## src/logic/mul_pkg.sv

```systemverilog
package mul_pkg;

    // ****************************************
    // widths and constants
    // ****************************************
    localparam int OPW = 16;
    localparam int WORDW = 32;
    localparam int WIDEW = 36;
    localparam int IDXW = 3;
    localparam int UNIT_ZERO = 0;
    localparam int UNIT_ONE = 1;
    localparam int NUM_UNITS = 2;
    localparam logic [WIDEW-1:0] ROUND_BIAS = 36'h000008000;
    localparam logic [15:0] ROUND_TIE = 16'h8000;
    localparam int ROUND_LSB = 16;
    localparam logic [1:0] MASK_LO = 2'h1;
    localparam logic [1:0] MASK_HI = 2'h2;
    localparam logic [1:0] MASK_WORD = 2'h3;
    localparam logic RND_BIASED = 1'h1;

    // ****************************************
    // format options
    // ****************************************
    typedef enum logic [3:0] {
        OPT_DEFAULT,
        OPT_UNSIGNED_FRACTION,
        OPT_SIGNED_INTEGER,
        OPT_UNSIGNED_INTEGER,
        OPT_SIGNED_TRUNCATE,
        OPT_UNSIGNED_TRUNCATE,
        OPT_SCALED_FRACTION,
        OPT_SCALED_INTEGER,
        OPT_HIGH_HALF_EXTRACT
    } opt_t;

    typedef struct packed {
        logic hit;
        logic [WIDEW-1:0] val;
    } sat_t;

    // clamp a wide value to a signed or unsigned range of the given width
    function automatic sat_t saturate(input logic signed [WIDEW-1:0] v,
                                      input int bits, input logic uns);
        logic signed [WIDEW-1:0] maxv;
        logic signed [WIDEW-1:0] minv;
        sat_t r;
        if (uns) begin
            maxv = (36'sh1 <<< bits) - 36'sh1;
            minv = 36'sh0;
        end else begin
            maxv = (36'sh1 <<< (bits - 1)) - 36'sh1;
            minv = -(36'sh1 <<< (bits - 1));
        end
        r.hit = (v > maxv) || (v < minv);
        r.val = (v > maxv) ? maxv : ((v < minv) ? minv : v);
        return r;
    endfunction

    // round at the half-word boundary; unbiased rounds a tie to even
    function automatic logic [WIDEW-1:0] round_half(
            input logic [WIDEW-1:0] v, input logic biased);
        if (!biased && v[ROUND_LSB-1:0] == ROUND_TIE && !v[ROUND_LSB]) begin
            return v;
        end
        return v + ROUND_BIAS;
    endfunction

endpackage

```

## src/logic/mul_if.sv

```systemverilog
`timescale 1ns/1ps
interface mul_if;
    logic [mul_pkg::OPW-1:0] a;
    logic [mul_pkg::OPW-1:0] b;
    logic a_signed;
    logic b_signed;
    logic shift;
    logic signed [mul_pkg::WIDEW-1:0] prod;

    modport unit(input a, input b, input a_signed, input b_signed,
                 input shift, output prod);
    modport issuer(output a, output b, output a_signed, output b_signed,
                   output shift, input prod);
endinterface

```

## src/logic/dual_mac_multiply_to_register.sv

```systemverilog
// Summary of operation
// - multiply two 16-bit operands, write saturated product to a register
// - accumulators are never touched by this operation
// - unit zero writes the low half or an even word, unit one the high half or an odd word
// - word results: even destination uses unit zero, odd uses unit one
// - word result with mixed-sign mode only on odd destinations
// - half results: low half unit zero, high half unit one; mixed high only
// - half results round per rounding select, except integer and truncate options
// - word results never round and ignore rounding select
// - default treats operands as signed fractions with one-bit left shift
// - unsigned fraction option: unsigned operands, no shift
// - signed integer option: signed integer operands, no shift
// - unsigned integer option: no shift, half destinations only
// - truncate options drop low bits, no rounding, half destinations only
// - scaling options double the result and saturate to 16 signed bits, or to 32 signed bits on word results
// - high-half extract: integer product saturated at 32, bits 31:16 kept
// - mixed mode: unit one multiplies signed by unsigned fraction, no shift
// - most negative fraction squared gives largest positive fraction
// - overflow flag set on saturation, cleared otherwise, every accepted operation; refused issues leave it unchanged
// - sticky overflow set with overflow, cleared by sticky_clear, otherwise holds
// - no other status flag is modified
// - every form is a 32-bit instruction
`timescale 1ns/1ps
module dual_mac_multiply_to_register (
    // clock and reset
    input wire logic clk_sys,
    input wire logic rst,
    // issue
    input wire logic issue_valid,
    input wire logic issue_long_form,
    input wire logic [mul_pkg::IDXW-1:0] dest_idx,
    input wire logic dest_is_word,
    input wire logic dest_is_high,
    input wire mul_pkg::opt_t option,
    input wire logic mixed_mode,
    input wire logic [mul_pkg::OPW-1:0] src_a,
    input wire logic [mul_pkg::OPW-1:0] src_b,
    // status control
    input wire logic rounding_mode_select,
    input wire logic sticky_clear,
    // register file write
    output logic wr_en,
    output logic [mul_pkg::IDXW-1:0] wr_idx,
    output logic [mul_pkg::WORDW-1:0] wr_data,
    output logic [1:0] wr_half_mask,
    // status
    output logic flags_update,
    output logic overflow_flag,
    output logic sticky_overflow_flag,
    output logic issue_refused
);

    typedef struct packed {
        logic wr_en;
        logic [mul_pkg::IDXW-1:0] wr_idx;
        logic [mul_pkg::WORDW-1:0] wr_data;
        logic [1:0] wr_half_mask;
        logic refused;
    } state_t;

    state_t state_q;
    state_t state_d;

    // ****************************************
    // option classification
    // ****************************************
    function automatic logic opt_unsigned(input mul_pkg::opt_t o);
        return o == mul_pkg::OPT_UNSIGNED_FRACTION ||
               o == mul_pkg::OPT_UNSIGNED_INTEGER ||
               o == mul_pkg::OPT_UNSIGNED_TRUNCATE;
    endfunction

    function automatic logic opt_shift(input mul_pkg::opt_t o);
        return o == mul_pkg::OPT_DEFAULT ||
               o == mul_pkg::OPT_SIGNED_TRUNCATE ||
               o == mul_pkg::OPT_SCALED_FRACTION;
    endfunction

    function automatic logic opt_integer_low(input mul_pkg::opt_t o);
        return o == mul_pkg::OPT_SIGNED_INTEGER ||
               o == mul_pkg::OPT_UNSIGNED_INTEGER ||
               o == mul_pkg::OPT_SCALED_INTEGER;
    endfunction

    function automatic logic opt_truncate(input mul_pkg::opt_t o);
        return o == mul_pkg::OPT_SIGNED_TRUNCATE ||
               o == mul_pkg::OPT_UNSIGNED_TRUNCATE;
    endfunction

    function automatic logic opt_scaled(input mul_pkg::opt_t o);
        return o == mul_pkg::OPT_SCALED_FRACTION ||
               o == mul_pkg::OPT_SCALED_INTEGER;
    endfunction

    function automatic logic opt_word_ok(input mul_pkg::opt_t o);
        return o == mul_pkg::OPT_DEFAULT ||
               o == mul_pkg::OPT_UNSIGNED_FRACTION ||
               o == mul_pkg::OPT_SIGNED_INTEGER ||
               o == mul_pkg::OPT_SCALED_FRACTION ||
               o == mul_pkg::OPT_SCALED_INTEGER;
    endfunction

    // ****************************************
    // unit selection and legality
    // ****************************************
    logic unit_sel;
    logic legal;
    logic accept;

    always_comb begin
        if (dest_is_word) begin
            unit_sel = dest_idx[0];
        end else begin
            unit_sel = dest_is_high;
        end
        legal = issue_long_form;
        if (dest_is_word && !opt_word_ok(option)) begin
            legal = 1'h0;
        end
        if (mixed_mode && unit_sel != 1'(mul_pkg::UNIT_ONE)) begin
            legal = 1'h0;
        end
        accept = issue_valid && legal;
    end

    // ****************************************
    // multiply units
    // ****************************************
    mul_if unit_bus[mul_pkg::NUM_UNITS] ();
    logic signed [mul_pkg::WIDEW-1:0] unit_prod [mul_pkg::NUM_UNITS];

    for (genvar u = 0; u < mul_pkg::NUM_UNITS; u++) begin : g_unit
        logic mixed_here;
        logic active;

        assign active = unit_sel == 1'(u);
        assign mixed_here = mixed_mode && u == mul_pkg::UNIT_ONE;

        // idle unit sees zero operands so it does not toggle
        always_comb begin
            unit_bus[u].a = active ? src_a : '0;
            unit_bus[u].b = active ? src_b : '0;
            if (mixed_here) begin
                unit_bus[u].a_signed = 1'h1;
                unit_bus[u].b_signed = 1'h0;
                unit_bus[u].shift = 1'h0;
            end else begin
                unit_bus[u].a_signed = !opt_unsigned(option);
                unit_bus[u].b_signed = !opt_unsigned(option);
                unit_bus[u].shift = opt_shift(option);
            end
        end

        mac_unit u_mac (
            .port(unit_bus[u])
        );

        assign unit_prod[u] = unit_bus[u].prod;
    end

    // ****************************************
    // result formatting
    // ****************************************
    logic signed [mul_pkg::WIDEW-1:0] prod;
    logic signed [mul_pkg::WIDEW-1:0] scaled;
    logic [mul_pkg::WIDEW-1:0] rounded;
    logic res_unsigned;
    logic do_round;
    mul_pkg::sat_t sat_res;
    logic [mul_pkg::OPW-1:0] half_res;
    logic [mul_pkg::WORDW-1:0] result;
    logic [1:0] mask;

    always_comb begin
        prod = unit_sel ? unit_prod[mul_pkg::UNIT_ONE]
                        : unit_prod[mul_pkg::UNIT_ZERO];
        res_unsigned = opt_unsigned(option) && !mixed_mode;
        if (opt_scaled(option)) begin
            scaled = prod <<< 1;
        end else begin
            scaled = prod;
        end
        do_round = !dest_is_word && !opt_integer_low(option) &&
                   !opt_truncate(option);
        rounded = do_round ? mul_pkg::round_half(scaled,
                      rounding_mode_select == mul_pkg::RND_BIASED) : scaled;
        half_res = '0;
        if (dest_is_word) begin
            // the most negative square clamps here
            sat_res = mul_pkg::saturate(scaled, mul_pkg::WORDW,
                                        res_unsigned);
            result = sat_res.val[mul_pkg::WORDW-1:0];
            mask = mul_pkg::MASK_WORD;
        end else begin
            if (opt_integer_low(option)) begin
                sat_res = mul_pkg::saturate(scaled, mul_pkg::OPW,
                                            res_unsigned);
                half_res = sat_res.val[mul_pkg::OPW-1:0];
            end else begin
                sat_res = mul_pkg::saturate(signed'(rounded), mul_pkg::WORDW,
                                            res_unsigned);
                half_res = sat_res.val[mul_pkg::WORDW-1:mul_pkg::OPW];
            end
            if (unit_sel) begin
                result = {half_res, {mul_pkg::OPW{1'h0}}};
                mask = mul_pkg::MASK_HI;
            end else begin
                result = {{mul_pkg::OPW{1'h0}}, half_res};
                mask = mul_pkg::MASK_LO;
            end
        end
    end

    // ****************************************
    // register write stage
    // ****************************************
    always_comb begin
        state_d = state_q;
        state_d.wr_en = accept;
        state_d.refused = issue_valid && !legal;
        if (accept) begin
            // only the data register file is written
            state_d.wr_idx = dest_idx;
            state_d.wr_data = result;
            state_d.wr_half_mask = mask;
        end
    end

    always_ff @(posedge clk_sys) begin
        if (rst) begin
            state_q <= '0;
        end else begin
            state_q <= state_d;
        end
    end

    ovf_flags u_flags (
        .clk_sys(clk_sys),
        .rst(rst),
        .update(accept),
        .saturated(sat_res.hit),
        .sticky_clear(sticky_clear),
        .overflow_flag(overflow_flag),
        .sticky_overflow_flag(sticky_overflow_flag)
    );

    assign wr_en = state_q.wr_en;
    assign wr_idx = state_q.wr_idx;
    assign wr_data = state_q.wr_data;
    assign wr_half_mask = state_q.wr_half_mask;
    assign flags_update = state_q.wr_en;
    assign issue_refused = state_q.refused;

endmodule

```

## src/logic/mac_unit.sv

```systemverilog
`timescale 1ns/1ps
module mac_unit (
    // operands and product
    mul_if.unit port
);

    logic signed [mul_pkg::OPW:0] ext_a;
    logic signed [mul_pkg::OPW:0] ext_b;
    logic signed [2*mul_pkg::OPW+1:0] raw;
    logic signed [mul_pkg::WIDEW-1:0] wide;

    // ****************************************
    // 17x17 signed multiply, covers both signs
    // ****************************************
    always_comb begin
        ext_a = {port.a_signed & port.a[mul_pkg::OPW-1], port.a};
        ext_b = {port.b_signed & port.b[mul_pkg::OPW-1], port.b};
        raw = ext_a * ext_b;
        wide = mul_pkg::WIDEW'(raw);
        port.prod = port.shift ? (wide <<< 1) : wide;
    end

endmodule

```

## src/logic/ovf_flags.sv

```systemverilog
`timescale 1ns/1ps
module ovf_flags (
    // clock and reset
    input wire logic clk_sys,
    input wire logic rst,
    // events
    input wire logic update,
    input wire logic saturated,
    input wire logic sticky_clear,
    // flags
    output logic overflow_flag,
    output logic sticky_overflow_flag
);

    typedef struct packed {
        logic ovf;
        logic sticky;
    } state_t;

    state_t state_q;
    state_t state_d;

    // ****************************************
    // overflow and sticky overflow
    // ****************************************
    always_comb begin
        state_d = state_q;
        if (sticky_clear) begin
            state_d.sticky = 1'h0;
        end
        if (update) begin
            state_d.ovf = saturated;
            if (saturated) begin
                state_d.sticky = 1'h1;
            end
        end
    end

    always_ff @(posedge clk_sys) begin
        if (rst) begin
            state_q <= '0;
        end else begin
            state_q <= state_d;
        end
    end

    assign overflow_flag = state_q.ovf;
    assign sticky_overflow_flag = state_q.sticky;

endmodule

```

## config.mk

```make
export PLATFORM = sky130hd
export DESIGN_NAME = dual_mac_multiply_to_register
export DESIGN_NICKNAME = d
export VERILOG_FILES = /design/src/logic/mul_pkg.sv /design/src/logic/mul_if.sv /design/src/logic/dual_mac_multiply_to_register.sv /design/src/logic/mac_unit.sv /design/src/logic/ovf_flags.sv
export SDC_FILE = /design/constraint.sdc
export NUM_CORES = 2
export LEC_CHECK = 0
export ABC_AREA = 1
export BUFFER_PORTS_ARGS = -buffer_cell sky130_fd_sc_hd__buf_2
export CAP_MARGIN = 20
export CORE_ASPECT_RATIO = 0.8
export CORE_MARGIN = 2
export CORE_UTILIZATION = 60
export DETAILED_ROUTE_END_ITERATION = 6
export PLACE_DENSITY = 0.87
export SLEW_MARGIN = 15
export SYNTH_ARGS = -nofsm -noshare
export SYNTH_HDL_FRONTEND = slang
export SYNTH_SLANG_ARGS = --single-unit
```

## constraint.sdc

```tcl
create_clock -name clk_sys -period 13.4 [get_ports clk_sys]
set_clock_uncertainty 0.1 [all_clocks]
set_input_delay 4.02 -clock clk_sys [delete_from_list [all_inputs] [get_ports clk_sys]]
set_output_delay 4.02 -clock clk_sys [all_outputs]
set_load 0.005 [all_outputs]
```

==> flow_metrics.tcl <==
set metrics [dict create \
    outcome "completed" \
    hold_path_class "flop to flop" \
    worstSetupPathType "input pin to flop" \
    numCtsBuffers 5 \
    num_vias 28362 \
    wire_per_inst_um 20.5 \
    path_common_cell "nand2_1" \
    cts-root-buf "clkbuf_16" \
    cts_num_sinks 41 \
    post-place-ws_ns -0.224 \
    setup_viol 0 \
    gp_congestion 1.06 \
    grt-ovfl-total 0 \
    cp_max_fo 14 \
    synth_top_cell_area_share_pct 40.4 \
    min_period_ns 13.08 \
    path_buf_inv 14 \
    cp_slowest_cell "fa_1" \
    drt-vias-per-instance 5.79 \
    setup_ws_ns 0.322 \
    synth_warnings 0 \
    ys_seq_area_share_pct 2.80 \
    drc 0 \
    synthTopCellsByCount "inv_1, nand2_1, fa_1" \
    cts_tree "done" \
    cts_max_level 2 \
    antenna_found_initial 0 \
    dieWidth_um 251 \
    drt_iter0_markers 3418 \
    fin_util_pct 66.5 \
    ys_ff_latch 41 \
    required_ns 13.52 \
    port_buffers 89 \
    hold_viol 0 \
    syn_nets 4917 \
    max-cap-violations 0 \
    avgSynthCellArea_sq_um 7.20 \
    clk_pin_slew_ns 0.07 \
    max_freq_mhz 76.5 \
    setup_tns_ns 0 \
    worstMarginPinSlew_ns 0.912 \
    ys_types 54 \
    synthFlopType "dfxtp_1" \
    cp_slowest_stage_delay_ns 0.54 \
    slew_headroom_pct 39.0 \
    place_hpwl_um 86800 \
    end_kind "flop" \
    dp.cells 4886 \
    coreArea_sq_um 48300 \
    syn_inst 4076 \
    pin_count 90 \
    rows 72 \
    syn-cell-area_sq_um 29400 \
    stdcell_count 4899 \
    ant_nets 0 \
    synth_area_leaders "fa_1, inv_1, nand2_1" \
    period_share_pct 97.6 \
    grt_pass1_wl_um 159000 \
    die-area_sq_um 50700 \
    insertion_delay_ns 0.29 \
    arrival_ns 13.20 \
    start_util_pct 60.8 \
    firstDrtPassIters 7 \
    drv_slew 0 \
    crit_family "adder cells" \
    grt_usage_pct 40.7 \
    yosysMostFrequentCell "inv_1" \
    cp-start-kind "input pin" \
    synth-edff-count 0 \
    area_delta_synth_final_pct 9.30 \
    fp.dieH_um 202 \
    cts.path.max_buffers 2 \
    drive_gt1_share_pct 11.9 \
    grt_pass1_vias 28853 \
    synthArstFlopShare_pct 0 \
    finalNetCount 5110 \
    n_antenna_cell 0 \
    wirelength_um 100000 \
    synth.largest_area_cell "fa_1" \
    grt_max_degree 47 \
]
registers in the layout, indices dropped and copies added (netlist names):
signal,cells
wr_data,32
wr_idx,3
wr_half_mask,2
flags_update,1
issue_refused,1
u_flags.overflow_flag,1
u_flags.sticky_overflow_flag,1
layer usage:
| metal | GRT usage (%) | up-vias | routed length (um) |
|---|---|---|---|
| met1 | 57.2 | 13606 | 39400 |
| met5 | 0 | - | 0 |
| met4 | 14.3 | 0 | 4450 |
| met2 | 58.8 | 1854 | 40900 |
| li1 | - | 12588 | - |
| met3 | 13.9 | 314 | 15500 |
what timing repair did:
item,4_1_cts,5_1_grt
hold endpoints to repair,0,0
setup buffers,0,5
gates resized for setup,0,72
endpoints found under the setup margin,0,34
hold buffers,0,0
final cells by class:
class / instances / area (sq um)
multi-input combinational: 2936 / 24400
fill: 4134 / 16200
inverter: 972 / 3660
timing repair buffer: 313 / 2230
sequential: 41 / 821
tap: 629 / 787
clock buffer: 5 / 125
clock inverter: 3 / 17.5
cells in the final DEF (no fill, tap or decap), types with 5 or more instances in the layout:
master       n
nand3_1    306
nor3_1      20
o211ai_1    38
ha_1       194
nor4_1       5
dfxtp_1     41
inv_2       32
o21ai_1      5
a21oi_1    129
a31oi_1      5
nand4_1     49
nor3_2       7
a21oi_2      8
xor2_1      10
nor2_1     454
nand3_2     29
buf_2       89
a21boi_1    31
ha_2         7
nand3b_1    14
xnor2_1     15
o21ai_0     22
fa_1       590
nand2_4      9
nor2_4      10
inv_1      931
buf_4      213
buf_12       7
nand2_2     31
clkbuf_16    5
nor2_2      27
nand2_1    881
kinds of logic (layout without fill, tap and decap cells):
group	Yosys count	count (layout)	synth area share [%]
XOR/XNOR	27	27	0.831
buffers and inverters	1099	1293	14.7
adder cells (fa/ha/maj)	793	793	48.9
AO/OA/AOI/OAI	259	259	5.28
flip-flops	41	41	2.80
AND/OR/NAND/NOR	1857	1857	27.5
through the flow:
step	hold WS (ns)	instance area [sq um]
floorplan	0.354	29400
CTS	0.364	31800
detailed placement	0.352	31700
finish	0.365	32100
global placement	0.346	31700
global route	0.380	32100
tightest hold or removal path, stage by stage (launching register included):
cell	delay, ns
dfxtp_1	0.32
inv_1	0.05
a211oi_1	0.05
worst paths after layout:
check | startpoint | to | slack (ns) | depth (start not counted)
max | dest_is_word | wr_data[4] | 0.32 | 49
max reg2reg | wr_data[18] | wr_data[18] | 12.44 | 3
min | wr_half_mask[0] | wr_half_mask[0] | 0.37 | 2
min reg2reg | wr_half_mask[0] | wr_half_mask[0] | 0.37 | 2
Power is not shown: default switching activity piles up to over one toggle a cycle in this logic, so the estimate is an artifact.
